[src/rtl/io_err_defines.svh]
// constants for the load/store error reporter: codes, field positions,
// reset values and timing
// assumes a 20 MHz system clock
`ifndef IO_ERR_DEFINES_SVH
`define IO_ERR_DEFINES_SVH

// ************************************************
// error codes logged into the status field
// ************************************************
`define ERR_NONE 4'h0
`define ERR_INVALID 4'h1
`define ERR_AUTH 4'h5
`define ERR_CHCK 4'h8
`define ERR_PARITY 4'h9
`define ERR_CARDFB 4'hA
`define ERR_XLATE_RELOAD 4'hB

// ************************************************
// status register layout and reset values
// ************************************************
`define ERR_CODE_LSB 16
`define ERR_CODE_MSB 19
`define STATUS_RST 32'h0000_0000

// ************************************************
// timing
// ************************************************
`define SYS_CLK_NS 50
`define BM_CHCK_NS 100

`endif

[src/rtl/io_err_pkg.sv]
// types shared by the load/store error reporter
// assumes the defines header supplies the numeric constants
package io_err_pkg;

    localparam int PROC_W = 2;
    localparam int MASK_W = 4;

    // one processor load or store as decoded by the front end
    typedef struct packed {
        logic isStore;
        logic isFacility;
        logic [PROC_W-1:0] procId;
        logic protectBit;
        logic [MASK_W-1:0] authMask;
        logic xlateValid;
        logic [MASK_W-1:0] xlateKey;
        logic xlateReloadErr;
        logic lenOk;
        logic undefAddr;
        logic segCross;
    } acc_req_t;

    // completion of the expansion-bus cycle
    typedef struct packed {
        logic done;
        logic parityErr;
        logic cardFbErr;
        logic syncChck;
    } bus_rsp_t;

    typedef enum logic [3:0] {
        ST_IDLE = 4'h1,
        ST_CHECK = 4'h2,
        ST_BUS = 4'h4,
        ST_RESP = 4'h8
    } state_t;

endpackage : io_err_pkg

[src/rtl/sync_ff.sv]
// two flip-flop synchroniser for pin inputs
// assumes a single system clock and asynchronous active-high reset
`timescale 1ns/1ps

module sync_ff #(
    parameter int WIDTH = 1,
    parameter logic [WIDTH-1:0] RST_VAL = '0
) (
    input logic sys_clk,
    input logic rst,
    input logic [WIDTH-1:0] din,
    output logic [WIDTH-1:0] dout
);

    logic [WIDTH-1:0] meta_q;

    // first stage is read only by the second
    always_ff @(posedge sys_clk or posedge rst) begin
        if (rst) begin
            meta_q <= RST_VAL;
            dout <= RST_VAL;
        end else begin
            meta_q <= din;
            dout <= meta_q;
        end
    end

endmodule : sync_ff

[src/rtl/io_load_store_error_reporter.sv]
// error classification and reporting for processor loads and stores
// through the io_channel_controller
//
// Rules for this block, the bus adapters and software
// RULE1: recoverable error raises DSI and logs code
// RULE2: synchronous bus error code into bits 16-19
// RULE3: DSI precise and ordered with the access
// RULE4: async channel check sets miscellaneous interrupt
// RULE5: check present at bus start also gives DSI
// RULE6: only one error status is held
// RULE7: protect bit set gives invalid operation
// RULE8: undefined control address gives invalid operation
// RULE9: missing entry with nonzero mask gives invalid
// RULE10: wrong facility length gives invalid operation
// RULE11: facility access with nonzero mask is invalid
// RULE12: segment crossing may flag invalid operation
// RULE13: key and mask mismatch gives authority error
// RULE14: listed error classes are reported as recoverable
// RULE15: crossing and reload errors reported as recoverable
// RULE16: bus master error returns synchronous channel check
// RULE17: adapters should not raise checks asynchronously
// RULE18: software retries a failed access three times
// RULE19: reserved codes never logged
//
// assumes one access outstanding; front end holds decode fields valid
// with accValid; the channel check pin is active low and open drain
`timescale 1ns/1ps
`include "io_err_defines.svh"

module io_load_store_error_reporter
    import io_err_pkg::*;
#(
    parameter bit SEG_CROSS_EN = 1'b1
) (
    input logic sys_clk,
    input logic rst,
    input logic accValid,
    input acc_req_t accReq,
    output logic accReady,
    output logic accDone,
    output logic accDsi,
    output logic busStart,
    input bus_rsp_t busRsp,
    output logic [31:0] storageErrorStatus,
    output logic [PROC_W-1:0] statusProc,
    output logic statusValid,
    input logic statusClr,
    output logic irqMisc,
    input logic irqMiscClr,
    input logic chckPin_n_i,
    output logic chckPin_n_o,
    output logic chckPin_n_oe,
    input logic bmErr,
    output logic bmDriverErr,
    input logic bmDriverClr
);

    // ************************************************
    // timing
    // ************************************************
    localparam int CHCK_CYC_I = (`BM_CHCK_NS + `SYS_CLK_NS - 1) / `SYS_CLK_NS;
    localparam logic [3:0] CHCK_CYC = 4'(CHCK_CYC_I > 0 ? CHCK_CYC_I : 1);

    // ************************************************
    // state
    // ************************************************
    state_t state_q, state_d;
    acc_req_t req_q;
    logic [3:0] errCode_q;
    logic errPend_q;
    logic chckAtStart_q;
    logic accReady_q, accDone_q, accDsi_q, busStart_q;
    logic [31:0] status_q;
    logic [PROC_W-1:0] statusProc_q;
    logic statusValid_q;
    logic irqMisc_q;
    logic chckOe_q, chckOut_q;
    logic [3:0] chckCnt_q;
    logic [1:0] oeDly_q;
    logic bmDriverErr_q;
    logic chckSync_n, chckSync;
    logic [3:0] decodeCode, busCode;
    logic capture, ownDrive;

    // channel check pin into the clock domain
    sync_ff #(
        .WIDTH(1),
        .RST_VAL(1'b1)
    ) u_chck_sync (
        .sys_clk(sys_clk),
        .rst(rst),
        .din(chckPin_n_i),
        .dout(chckSync_n)
    );
    assign chckSync = ~chckSync_n;

    // ************************************************
    // decode checks, first match wins
    // ************************************************
    always_comb begin
        decodeCode = `ERR_NONE;
        if (req_q.protectBit) begin
            decodeCode = `ERR_INVALID; // [RULE7]
        end else if (req_q.isFacility && req_q.undefAddr) begin
            decodeCode = `ERR_INVALID; // [RULE8]
        end else if (req_q.isFacility && !req_q.lenOk) begin
            decodeCode = `ERR_INVALID; // [RULE10]
        end else if (req_q.isFacility && req_q.authMask != '0) begin
            decodeCode = `ERR_INVALID; // [RULE11]
        end else if (SEG_CROSS_EN && req_q.segCross) begin
            decodeCode = `ERR_INVALID; // [RULE12] [RULE15]
        end else if (!req_q.isFacility && req_q.authMask != '0) begin
            if (!req_q.xlateValid) begin
                decodeCode = `ERR_INVALID; // [RULE9]
            end else if (req_q.xlateReloadErr) begin
                decodeCode = `ERR_XLATE_RELOAD; // [RULE15]
            end else if (req_q.xlateKey != req_q.authMask || req_q.xlateKey == '0) begin
                decodeCode = `ERR_AUTH; // [RULE13]
            end
        end
    end

    // bus completion classes, check present at start first
    always_comb begin
        busCode = `ERR_NONE;
        if (chckAtStart_q || busRsp.syncChck) begin
            busCode = `ERR_CHCK; // [RULE5] [RULE14]
        end else if (busRsp.parityErr) begin
            busCode = `ERR_PARITY; // [RULE14]
        end else if (busRsp.cardFbErr) begin
            busCode = `ERR_CARDFB; // [RULE14]
        end
    end

    // ************************************************
    // access sequencer
    // ************************************************
    always_comb begin
        state_d = state_q;
        case (state_q)
            ST_IDLE: begin
                if (accValid) begin
                    state_d = ST_CHECK;
                end
            end
            ST_CHECK: begin
                if (decodeCode != `ERR_NONE || req_q.isFacility) begin
                    state_d = ST_RESP;
                end else begin
                    state_d = ST_BUS;
                end
            end
            ST_BUS: begin
                if (busRsp.done) begin
                    state_d = ST_RESP;
                end
            end
            ST_RESP: begin
                state_d = ST_IDLE;
            end
            default: begin
                state_d = ST_IDLE;
            end
        endcase
    end

    // state register and latched request
    always_ff @(posedge sys_clk or posedge rst) begin
        if (rst) begin
            state_q <= ST_IDLE;
            req_q <= '0;
        end else begin
            state_q <= state_d;
            if (state_q == ST_IDLE && accValid) begin
                req_q <= accReq;
            end
        end
    end

    // pending error for the access in flight
    always_ff @(posedge sys_clk or posedge rst) begin
        if (rst) begin
            errCode_q <= `ERR_NONE;
            errPend_q <= 1'b0;
            chckAtStart_q <= 1'b0;
        end else begin
            case (state_q)
                ST_IDLE: begin
                    errCode_q <= `ERR_NONE;
                    errPend_q <= 1'b0;
                    chckAtStart_q <= 1'b0;
                end
                ST_CHECK: begin
                    errCode_q <= decodeCode;
                    errPend_q <= decodeCode != `ERR_NONE;
                    chckAtStart_q <= chckSync; // [RULE5]
                end
                ST_BUS: begin
                    if (busRsp.done) begin
                        errCode_q <= busCode; // [RULE2]
                        errPend_q <= busCode != `ERR_NONE;
                    end
                end
                default: begin
                    errCode_q <= errCode_q;
                end
            endcase
        end
    end

    // handshake: answer tied to the same access, one at a time
    always_ff @(posedge sys_clk or posedge rst) begin
        if (rst) begin
            accReady_q <= 1'b1;
            accDone_q <= 1'b0;
            accDsi_q <= 1'b0;
            busStart_q <= 1'b0;
        end else begin
            accReady_q <= state_d == ST_IDLE; // [RULE3]
            accDone_q <= state_q == ST_RESP;
            accDsi_q <= state_q == ST_RESP && errPend_q; // [RULE1] [RULE3]
            busStart_q <= state_q == ST_CHECK && state_d == ST_BUS;
        end
    end

    // ************************************************
    // error status, first error held until cleared
    // ************************************************
    assign capture = state_q == ST_RESP && errPend_q && (!statusValid_q || statusClr);

    always_ff @(posedge sys_clk or posedge rst) begin
        if (rst) begin
            status_q <= `STATUS_RST;
            statusProc_q <= '0;
            statusValid_q <= 1'b0;
        end else if (capture) begin
            status_q <= `STATUS_RST;
            status_q[`ERR_CODE_MSB:`ERR_CODE_LSB] <= errCode_q; // [RULE1] [RULE2]
            statusProc_q <= req_q.procId;
            statusValid_q <= 1'b1; // [RULE6]
        end else if (statusClr) begin
            status_q <= `STATUS_RST;
            statusValid_q <= 1'b0;
        end
    end

    // ************************************************
    // channel check pin, miscellaneous interrupt
    // ************************************************
    assign ownDrive = chckOe_q || oeDly_q != 2'b00;

    // async check outside a bus cycle; our own drive is masked
    always_ff @(posedge sys_clk or posedge rst) begin
        if (rst) begin
            irqMisc_q <= 1'b0;
        end else if (chckSync && state_q != ST_BUS && !ownDrive) begin
            irqMisc_q <= 1'b1; // [RULE4] [RULE17]
        end else if (irqMiscClr) begin
            irqMisc_q <= 1'b0;
        end
    end

    // bus master error: pull check low for a fixed time
    always_ff @(posedge sys_clk or posedge rst) begin
        if (rst) begin
            chckOe_q <= 1'b0;
            chckOut_q <= 1'b0;
            chckCnt_q <= 4'h0;
            oeDly_q <= 2'b00;
        end else begin
            oeDly_q <= {oeDly_q[0], chckOe_q};
            chckOut_q <= 1'b0;
            if (bmErr) begin
                chckOe_q <= 1'b1; // [RULE16]
                chckCnt_q <= CHCK_CYC;
            end else if (chckCnt_q > 4'h1) begin
                chckCnt_q <= chckCnt_q - 4'h1;
            end else begin
                chckOe_q <= 1'b0;
                chckCnt_q <= 4'h0;
            end
        end
    end

    // driver-side flag for the same bus master error
    always_ff @(posedge sys_clk or posedge rst) begin
        if (rst) begin
            bmDriverErr_q <= 1'b0;
        end else if (bmErr) begin
            bmDriverErr_q <= 1'b1; // [RULE16]
        end else if (bmDriverClr) begin
            bmDriverErr_q <= 1'b0;
        end
    end

    // ************************************************
    // outputs
    // ************************************************
    assign accReady = accReady_q;
    assign accDone = accDone_q;
    assign accDsi = accDsi_q;
    assign busStart = busStart_q;
    assign storageErrorStatus = status_q;
    assign statusProc = statusProc_q;
    assign statusValid = statusValid_q;
    assign irqMisc = irqMisc_q;
    assign chckPin_n_o = chckOut_q;
    assign chckPin_n_oe = chckOe_q;
    assign bmDriverErr = bmDriverErr_q;
endmodule : io_load_store_error_reporter

[config.mk]
export PLATFORM = sky130hd
export DESIGN_NAME = io_load_store_error_reporter
export DESIGN_NICKNAME = d
export VERILOG_FILES = /design/src/rtl/io_err_pkg.sv /design/src/rtl/sync_ff.sv /design/src/rtl/io_load_store_error_reporter.sv
export VERILOG_INCLUDE_DIRS = /design/src /design/src/rtl
export SDC_FILE = /design/constraint.sdc
export NUM_CORES = 1
export LEC_CHECK = 0
export ABC_AREA = 1
export BUFFER_PORTS_ARGS = -buffer_cell sky130_fd_sc_hd__buf_2
export CAP_MARGIN = 20
export CORE_UTILIZATION = 53
export CTS_CLUSTER_SIZE = 25
export DETAILED_ROUTE_END_ITERATION = 8
export PLACE_DENSITY = 0.95
export SYNTH_ARGS = -nofsm -noshare
export SYNTH_HDL_FRONTEND = slang
export SYNTH_SLANG_ARGS = --single-unit
export TNS_END_PERCENT = 100
[constraint.sdc]
create_clock -name sys_clk -period 3.05 [get_ports sys_clk]
set_input_delay 0.305 -clock sys_clk [delete_from_list [all_inputs] [get_ports sys_clk]]
set_output_delay 0.305 -clock sys_clk [all_outputs]
set_load 0.005 [all_outputs]
==> results of run 1 <==
[sequential cells by signal (all words and copies together), names as in the netlist, 2 cells and up]
name	count
oeDly_q	2
statusProc	2
storageErrorStatus	4
errCode_q	4
chckCnt_q	4
state_q	4
req_q	17
[metrics by stage]
| step | util (%) | power (mW) | cells |
|---|---|---|---|
| after floorplan | - | 1.55 | 276 |
| after global placement | 59.4 | 1.64 | 335 |
| after detailed placement | 59.4 | 1.69 | 335 |
| after CTS | 61.8 | 2.11 | 343 |
| after global routing | 62.6 | 2.28 | 345 |
| final | 62.6 | 2.11 | 345 |
[cells in the mapped netlist, types with 2 or more instances]
cell      n  share of area (%)
nor2_1   14                2.3
nand2_1  43                7.0
o21ai_0  26                5.7
ha_1      2                1.1
buf_4    30                9.8
nand4_1   5                1.4
dfstp_2   4                4.6
nand3_2   2               0.87
dfrtp_1  45                 49
inv_1    33                5.4
xnor2_1   2               0.76
a21oi_1   4               0.87
nor3_1    4               0.87
buf_2     2               0.44
mux2_2    2               0.98
o21ai_2   4                1.5
nand3_1  13                2.8
[repair_timing]
| action | in CTS | in global routing |
|---|---|---|
| resized for setup | 0 | 0 |
| hold buffers | 0 | 1 |
| endpoints found under the setup margin | 0 | 0 |
| endpoints found under the hold margin | 0 | 2 |
[routing by layer]
metal  GRT usage, %  share of wire, %  vias to the layer above
met5              0                 0                        -
met4           9.38               1.5                        0
met3           6.76               6.0                        7
met2           34.4                52                       58
met1           22.7                41                      762
li1               -                 -                      817
[critical path: cells and delay by family (launching register included)]
family        cells  cell delay (ps)
simple gates      3              790
flops             1              400
mux               1              410
[worst max path at each step]
stage	cells after the start	slack (ps)	to	startpoint
after global placement	3	1410	req_q[13]	state_q[0]
after global routing	4	1200	req_q[13]	state_q[2]
after CTS	3	1340	req_q[13]	state_q[0]
after floorplan	1	1580	accDone	rst
after detailed placement	3	1360	req_q[13]	state_q[0]
final	4	1330	req_q[2]	state_q[3]
[power groups by stage]
stage / logic [mW] / registers, mW / clock network (mW)
6_report: 0.702 / 0.995 / 0.412
3_5_place_dp: 0.687 / 1.01 / 0
4_1_cts: 0.693 / 0.994 / 0.422
3_3_place_gp: 0.647 / 0.990 / 0
2_1_floorplan: 0.566 / 0.981 / 0
5_1_grt: 0.808 / 1.02 / 0.451
[layout make-up]
| type | count | area [sq um] |
|---|---|---|
| Clock buffer | 7 | 96.3 |
| Clock inverter | 1 | 5.00 |
| Fill cell | 346 | 1530 |
| Inverter | 34 | 128 |
| Multi-Input combinational cell | 160 | 795 |
| Sequential cell | 49 | 1230 |
| Tap cell | 50 | 62.6 |
| Timing Repair Buffer | 44 | 240 |
[logic make-up after synthesis]
logic type                 after synthesis
other                                    1
muxes                                    3
xor gates and xnor gates                 2
AOI/OAI and AO/OA                       35
DFF                                     49
adders and majority gates                2
buffers and inverters                   67
and+or+nand+nor                         89
==> impl_metrics.xml, run 1 <==
<?xml version="1.0" encoding="UTF-8"?>
<metrics>
  <group name="worst_setup_path">
    <metric name="worst-endpoint-arrival" unit="ps">1900</metric>
    <metric name="worst_setup_path_start_kind" unit="">flip-flop</metric>
    <metric name="worst_path_required" unit="ps">3240</metric>
    <metric name="path_max_fanout" unit="">32</metric>
    <metric name="ff2ff_path_depth" unit="">4</metric>
    <metric name="timing.critical_path.cells" unit="">nor2_2 -&gt; nand3_2 -&gt; nor2_4 -&gt; mux2_2</metric>
    <metric name="ff_to_ff_start" unit="">state_q[3]</metric>
    <metric name="end_kind" unit="">flip-flop</metric>
    <metric name="critical_path.slowest_cell" unit="">nor2_4</metric>
    <metric name="worst_setup_path_category" unit="">reg2reg</metric>
    <metric name="r2r_setup_slack" unit="ps">1330</metric>
    <metric name="slowest_cell_delay_on_critical_path" unit="ps">500</metric>
    <metric name="worstReg2RegEnd" unit="">req_q[2]</metric>
  </group>
  <group name="sta">
    <metric name="hold_viol_final" unit="">0</metric>
    <metric name="finalCritPeriodShare" unit="%">56.3</metric>
    <metric name="final_period_minus_worst_setup_slack" unit="ps">1720</metric>
    <metric name="clock_skew" unit="ps">8.24</metric>
    <metric name="relSlewSlack" unit="%">59.9</metric>
    <metric name="achievable_clock_frequency" unit="MHz">583</metric>
    <metric name="rsz0062_at_grt" unit="">no</metric>
    <metric name="fin_hold_ws" unit="ps">96.8</metric>
    <metric name="totalNegativeSetupSlack" unit="ps">0</metric>
    <metric name="worst_slack" unit="ps">1330</metric>
    <metric name="report.final.setup_viol" unit="">0</metric>
    <metric name="final_max_slew_viol_count" unit="">0</metric>
    <metric name="worst-slew-pin-transition" unit="ps">600</metric>
  </group>
  <group name="cells_and_area">
    <metric name="flow.area_growth_from_synthesis" unit="%">11.5</metric>
    <metric name="n_antenna_cell" unit="">0</metric>
    <metric name="post_route_cells_drive_above_1_share" unit="%">24.1</metric>
    <metric name="commonest_cells_after_routing_fill_and_taps_aside" unit="">dfrtp_1, nand2_1, buf_2, inv_1, conb_1</metric>
    <metric name="finalInstanceArea" unit="sq um">2560</metric>
    <metric name="layout_commonest_cell" unit="">dfrtp_1</metric>
    <metric name="finish.net_count" unit="">326</metric>
  </group>
  <group name="logic_synthesis">
    <metric name="main_combinational_cell_family_by_area_after_synthesis" unit="">simple AND/OR/NAND/NOR gates</metric>
    <metric name="synth-seq-cells" unit="">49</metric>
    <metric name="synth-seq-area-share" unit="%">53.7</metric>
    <metric name="synth_area_per_cell" unit="sq um">9.25</metric>
    <metric name="post_synth_edffs" unit="">0</metric>
    <metric name="synth_area_in_adders" unit="%">1.09</metric>
    <metric name="post_synth_xor_area_fraction" unit="%">0.763</metric>
    <metric name="synthMuxAreaShare" unit="%">1.47</metric>
    <metric name="simple_gate_fraction_of_synth_area" unit="%">18.2</metric>
    <metric name="async_flop_share" unit="%">100</metric>
    <metric name="postSynth.topFlopCell" unit="">dfrtp_1</metric>
    <metric name="synthCells" unit="">248</metric>
    <metric name="syn-cell-area" unit="sq um">2290</metric>
    <metric name="synth_compound_gate_area_share" unit="%">8.34</metric>
    <metric name="synthesis.yosys.warnings" unit="">0</metric>
    <metric name="synth_cell_types" unit="">30</metric>
  </group>
  <group name="clock_network">
    <metric name="cts_tree" unit="">yes</metric>
    <metric name="clk_transition_reported_paths" unit="ps">90</metric>
    <metric name="cts_post_setup_buffers_inserted" unit="">0</metric>
    <metric name="clkSinkCount" unit="">49</metric>
    <metric name="cts_made_buffers" unit="">5</metric>
    <metric name="longest_clk_path_bufs" unit="">2</metric>
    <metric name="htree_num_levels" unit="">2</metric>
    <metric name="clock_tree.root_cell" unit="">clkbuf_8</metric>
    <metric name="worst_skew_pair.late_latency" unit="ps">300</metric>
  </group>
  <group name="power">
    <metric name="combPwrFrac" unit="%">33.3</metric>
    <metric name="power_density_cells" unit="nW/um^2">825</metric>
    <metric name="clock_power_share" unit="%">19.5</metric>
    <metric name="leakagePower" unit="nW">1.37</metric>
    <metric name="p_sw" unit="mW">0.769</metric>
    <metric name="cellInternalPower" unit="mW">1.34</metric>
    <metric name="power.sequential.fraction" unit="%">47.2</metric>
    <metric name="worst_ir_drop_vdd" unit="uV">574</metric>
    <metric name="power.share.switching" unit="%">36.5</metric>
  </group>
  <group name="floorplan">
    <metric name="initial_core_util" unit="%">56.2</metric>
    <metric name="ioPinCount" unit="">73</metric>
    <metric name="fp_rows" unit="">23</metric>
    <metric name="die_height" unit="microns">67.8</metric>
    <metric name="core_region_area" unit="sq um">4090</metric>
    <metric name="dieArea" unit="sq um">4600</metric>
    <metric name="die-width" unit="microns">67.8</metric>
  </group>
  <group name="worst_hold_path">
    <metric name="worst_hold_path.endpoint" unit="">u_chck_sync.meta_q</metric>
    <metric name="hold-path-cell-count" unit="">1</metric>
    <metric name="class_of_the_worst_hold_path" unit="">in2reg</metric>
    <metric name="min-delay-start" unit="">chckPin_n_i</metric>
  </group>
  <group name="flow_run">
    <metric name="maxCapViolations" unit="">0</metric>
  </group>
  <group name="placement">
    <metric name="gp_congestion" unit="">0.805</metric>
    <metric name="post-place-ws" unit="ps">1360</metric>
    <metric name="place.port_buffers" unit="">42</metric>
    <metric name="detailedPlacementHpwl" unit="mm">2.85</metric>
    <metric name="postPlaceCellArea" unit="sq um">2430</metric>
  </group>
  <group name="drt">
    <metric name="drt_first_iter_violations" unit="">76</metric>
    <metric name="detailroute.via_count" unit="">1644</metric>
    <metric name="post_dr_wirelength_cell" unit="microns">11.4</metric>
    <metric name="post-route-drc-count" unit="">0</metric>
    <metric name="wl" unit="mm">3.93</metric>
    <metric name="drt_pre_antenna_iters" unit="">4</metric>
    <metric name="route.detailed.vias_per_inst" unit="">4.77</metric>
    <metric name="drt.antenna.violating_nets" unit="">0</metric>
  </group>
  <group name="global_routing">
    <metric name="grt_pass1_wl" unit="mm">6.53</metric>
    <metric name="grt_antenna_before_repair" unit="">0</metric>
    <metric name="pin_count_of_the_biggest_net_entering_global_routing" unit="">50</metric>
    <metric name="gr-usage-all-layers" unit="%">20.2</metric>
    <metric name="vias_in_the_first_global_route" unit="">1574</metric>
    <metric name="grt.overflow.total" unit="">0</metric>
  </group>
  <group name="outcome">
    <metric name="outcome" unit="">finished clean</metric>
  </group>
</metrics>
No activity file was read; power rests on OpenSTA's default activity.
==> run 2, diff against run 1 <==
ABC_AREA = 0   (was 1)
CORE_UTILIZATION = 51   (was 53)
PLACE_DENSITY = 0.91   (was 0.95)
clock period = 1.8 ns   (was 3.05 ns; I/O delays follow)
==> run 2 against run 1 <==
- the run now ends with DRC left
- combinational power up 100%
- die area is 8.9% higher
- first-iteration DRC count up 16%
- sequential share of layout area shrank 3.3 points
- clock skew increased by 0.76 ps
- setup slack worse by 1200 ps
- cell area up 7.3%
- hold slack got worse by 71 ps
==> impl_metrics.xml, run 2 <==
<?xml version="1.0" encoding="UTF-8"?>
<metrics>
  <group name="outcome">
    <metric name="outcome" unit="">complete, but fails checks</metric>
    <metric name="violations" unit="">DRC</metric>
  </group>
  <group name="sta">
    <metric name="relSlewSlack" unit="%">60.7</metric>
    <metric name="worst_slack" unit="ps">128</metric>
    <metric name="rsz0062_at_grt" unit="">no</metric>
    <metric name="final_max_slew_viol_count" unit="">0</metric>
    <metric name="worst-slew-pin-transition" unit="ps">590</metric>
    <metric name="final_period_minus_worst_setup_slack" unit="ps">1670</metric>
    <metric name="clock_skew" unit="ps">9.00</metric>
    <metric name="finalCritPeriodShare" unit="%">92.9</metric>
    <metric name="hold_viol_final" unit="">0</metric>
    <metric name="report.final.setup_viol" unit="">0</metric>
    <metric name="achievable_clock_frequency" unit="MHz">598</metric>
    <metric name="totalNegativeSetupSlack" unit="ps">0</metric>
  </group>
  <group name="logic_synthesis">
    <metric name="yosys.cell_count.top_type" unit="">dfrtp_1</metric>
    <metric name="synth-seq-cells" unit="">49</metric>
    <metric name="synth_largest_type_area_fraction" unit="%">46.7</metric>
    <metric name="synth-seq-area-share" unit="%">51.1</metric>
    <metric name="syn-cell-area" unit="sq um">2410</metric>
    <metric name="synth.cells.most_frequent" unit="">dfrtp_1, buf_4, mux2_2, inv_1</metric>
    <metric name="post_synth_xor_area_fraction" unit="%">1.82</metric>
    <metric name="synth_top_area_cell" unit="">dfrtp_1</metric>
    <metric name="main_combinational_cell_family_by_area_after_synthesis" unit="">simple AND/OR/NAND/NOR gates</metric>
    <metric name="yosys-top-cells-area" unit="">dfrtp_1, buf_4, mux2_2</metric>
    <metric name="postSynth.topFlopCell" unit="">dfrtp_1</metric>
    <metric name="synth_area_in_adders" unit="%">1.04</metric>
    <metric name="synthesis.yosys.warnings" unit="">0</metric>
    <metric name="synth_cell_types" unit="">50</metric>
    <metric name="post_synth_edffs" unit="">0</metric>
    <metric name="synthMuxAreaShare" unit="%">11.1</metric>
    <metric name="synth_area_per_cell" unit="sq um">11.8</metric>
    <metric name="synth_compound_gate_area_share" unit="%">8.00</metric>
    <metric name="synthCells" unit="">204</metric>
    <metric name="async_flop_share" unit="%">100</metric>
    <metric name="simple_gate_fraction_of_synth_area" unit="%">14.7</metric>
  </group>
  <group name="power">
    <metric name="leakagePower" unit="nW">1.34</metric>
    <metric name="worst_ir_drop_vdd" unit="uV">806</metric>
    <metric name="power_density_cells" unit="nW/um^2">1450</metric>
    <metric name="p_sw" unit="mW">1.30</metric>
    <metric name="power.sequential.fraction" unit="%">44.8</metric>
    <metric name="clock_power_share" unit="%">19.1</metric>
    <metric name="power.share.switching" unit="%">32.8</metric>
    <metric name="power" unit="mW">3.97</metric>
    <metric name="combPwrFrac" unit="%">36.1</metric>
    <metric name="cellInternalPower" unit="mW">2.67</metric>
  </group>
  <group name="placement">
    <metric name="gp_congestion" unit="">0.850</metric>
    <metric name="place.port_buffers" unit="">42</metric>
    <metric name="detailedPlacementHpwl" unit="mm">3.03</metric>
    <metric name="post-place-ws" unit="ps">111</metric>
  </group>
  <group name="floorplan">
    <metric name="initial_core_util" unit="%">54.2</metric>
    <metric name="fp_rows" unit="">24</metric>
    <metric name="ioPinCount" unit="">73</metric>
    <metric name="dieArea" unit="sq um">5000</metric>
    <metric name="core_region_area" unit="sq um">4440</metric>
    <metric name="die-width" unit="microns">70.7</metric>
    <metric name="die_height" unit="microns">70.7</metric>
  </group>
  <group name="clock_network">
    <metric name="cts_tree" unit="">yes</metric>
    <metric name="cts_made_buffers" unit="">5</metric>
    <metric name="clk_transition_reported_paths" unit="ps">90</metric>
    <metric name="htree_num_levels" unit="">2</metric>
    <metric name="worst_skew_pair.late_latency" unit="ps">300</metric>
    <metric name="clock_tree.root_cell" unit="">clkbuf_8</metric>
    <metric name="longest_clk_path_bufs" unit="">2</metric>
    <metric name="clkSinkCount" unit="">49</metric>
  </group>
  <group name="cells_and_area">
    <metric name="post_route_cells_drive_above_1_share" unit="%">36.7</metric>
    <metric name="layout_commonest_cell" unit="">dfrtp_1</metric>
    <metric name="finish.net_count" unit="">290</metric>
    <metric name="layout.area.seq" unit="sq um">1230</metric>
    <metric name="registers.top_by_ff_count" unit="">req_q</metric>
    <metric name="largest_register_ffs" unit="">17</metric>
    <metric name="flow.area_growth_from_synthesis" unit="%">13.9</metric>
    <metric name="nFillCells" unit="">364</metric>
    <metric name="multi_input_area" unit="sq um">998</metric>
    <metric name="commonest_cells_after_routing_fill_and_taps_aside" unit="">dfrtp_1, buf_2, conb_1, mux2_2, buf_4</metric>
    <metric name="n_antenna_cell" unit="">0</metric>
  </group>
  <group name="flow_run">
    <metric name="maxCapViolations" unit="">0</metric>
  </group>
  <group name="worst_setup_path">
    <metric name="ff_to_ff_start" unit="">state_q[0]</metric>
    <metric name="worst_setup_path_start_kind" unit="">flip-flop</metric>
    <metric name="end_kind" unit="">flip-flop</metric>
    <metric name="worst_setup_path_category" unit="">reg2reg</metric>
    <metric name="worst-endpoint-arrival" unit="ps">1890</metric>
    <metric name="path_max_fanout" unit="">7</metric>
    <metric name="worst_path_required" unit="ps">2020</metric>
    <metric name="r2r_setup_slack" unit="ps">130</metric>
    <metric name="ff2ff_path_depth" unit="">5</metric>
    <metric name="worstReg2RegEnd" unit="">errCode_q[1]</metric>
  </group>
  <group name="drt">
    <metric name="dr_wl_met2" unit="mm">2.00</metric>
    <metric name="routed-wl-met3" unit="microns">247</metric>
    <metric name="wl_met1" unit="mm">1.73</metric>
    <metric name="detailroute.via_count" unit="">1577</metric>
    <metric name="route.detailed.vias_per_inst" unit="">5.07</metric>
    <metric name="drt_pre_antenna_iters" unit="">6</metric>
    <metric name="highest-signal-layer" unit="">met4</metric>
    <metric name="wl" unit="mm">4.02</metric>
    <metric name="post_dr_wirelength_cell" unit="microns">12.9</metric>
    <metric name="drt.antenna.violating_nets" unit="">0</metric>
    <metric name="post-route-drc-count" unit="">16</metric>
    <metric name="drt_first_iter_violations" unit="">88</metric>
  </group>
  <group name="global_routing">
    <metric name="gr-usage-all-layers" unit="%">17.0</metric>
    <metric name="grt_antenna_before_repair" unit="">0</metric>
    <metric name="vias_in_the_first_global_route" unit="">1518</metric>
    <metric name="grt.overflow.total" unit="">0</metric>
    <metric name="pin_count_of_the_biggest_net_entering_global_routing" unit="">50</metric>
    <metric name="grt_pass1_wl" unit="mm">6.71</metric>
  </group>
  <group name="worst_hold_path">
    <metric name="class_of_the_worst_hold_path" unit="">in2async</metric>
  </group>
</metrics>
## run 2: cells by family after synthesis
group,Yosys count
AOI/OAI and AO/OA,26
xor gates and xnor gates,5
adders and majority gates,2
buffers and inverters,43
DFF,49
muxes,24
other,1
and+or+nand+nor,54
## run 2: layer usage
metal | global-route usage [%] | up-vias
li1 | - | 764
met1 | 21.5 | 751
met2 | 29.2 | 56
met3 | 4.27 | 6
met4 | 4.44 | 0
met5 | 0 | -
## run 2: final cells by class
cell class,instances,area share [%]
clock buffer,6,2.64
clock inverter,2,1.28
inverter,9,1.23
multi-input combinational,140,36.4
sequential,49,44.9
tap,52,2.37
timing repair buffer,53,11.2
## run 2: timing repair
item / CTS / global route
hold buffers: 1 / 0
gates resized for setup: 0 / 1
hold endpoints to repair: 1 / 0
setup endpoints to repair: 0 / 1
setup buffers: 0 / 0
## run 2: worst max-delay path by stage
stage | startpoint | end | slack, ps | cells after the start
after floorplan | state_q[3] | req_q[10] | 100 | 4
after global placement | state_q[0] | errCode_q[1] | 170 | 5
after detailed placement | state_q[0] | errCode_q[1] | 110 | 5
after CTS | state_q[0] | errCode_q[1] | 80 | 5
after global routing | state_q[0] | errCode_q[1] | 30 | 5
final | state_q[0] | errCode_q[1] | 130 | 5
## run 2: stage by stage
| stage | area, sq um | hold slack [ps] | utilization [%] | std cells |
|---|---|---|---|---|
| floorplan | 2510 | 184 | - | 232 |
| global placement | 2620 | 287 | 59.0 | 302 |
| detailed placement | 2620 | 291 | 59.0 | 302 |
| CTS | 2740 | 44.3 | 61.6 | 311 |
| global route | 2740 | 67.1 | 61.7 | 311 |
| finish | 2740 | 25.6 | 61.7 | 311 |
## run 2: critical path, stage by stage, from the launching register on
cell	delay, ps
dfstp_2	420
or4b_4	580
nor4_2	280
buf_4	160
a31oi_1	40
o21ai_1	120
## run 2: power groups by stage
stage / Sequential, mW / Clock, mW / Combinational [mW]
floorplan: 1.73 / 0 / 1.11
global placement: 1.78 / 0 / 1.36
detailed placement: 1.81 / 0 / 1.43
CTS: 1.78 / 0.778 / 1.44
global route: 1.84 / 0.813 / 1.60
finish: 1.78 / 0.759 / 1.43
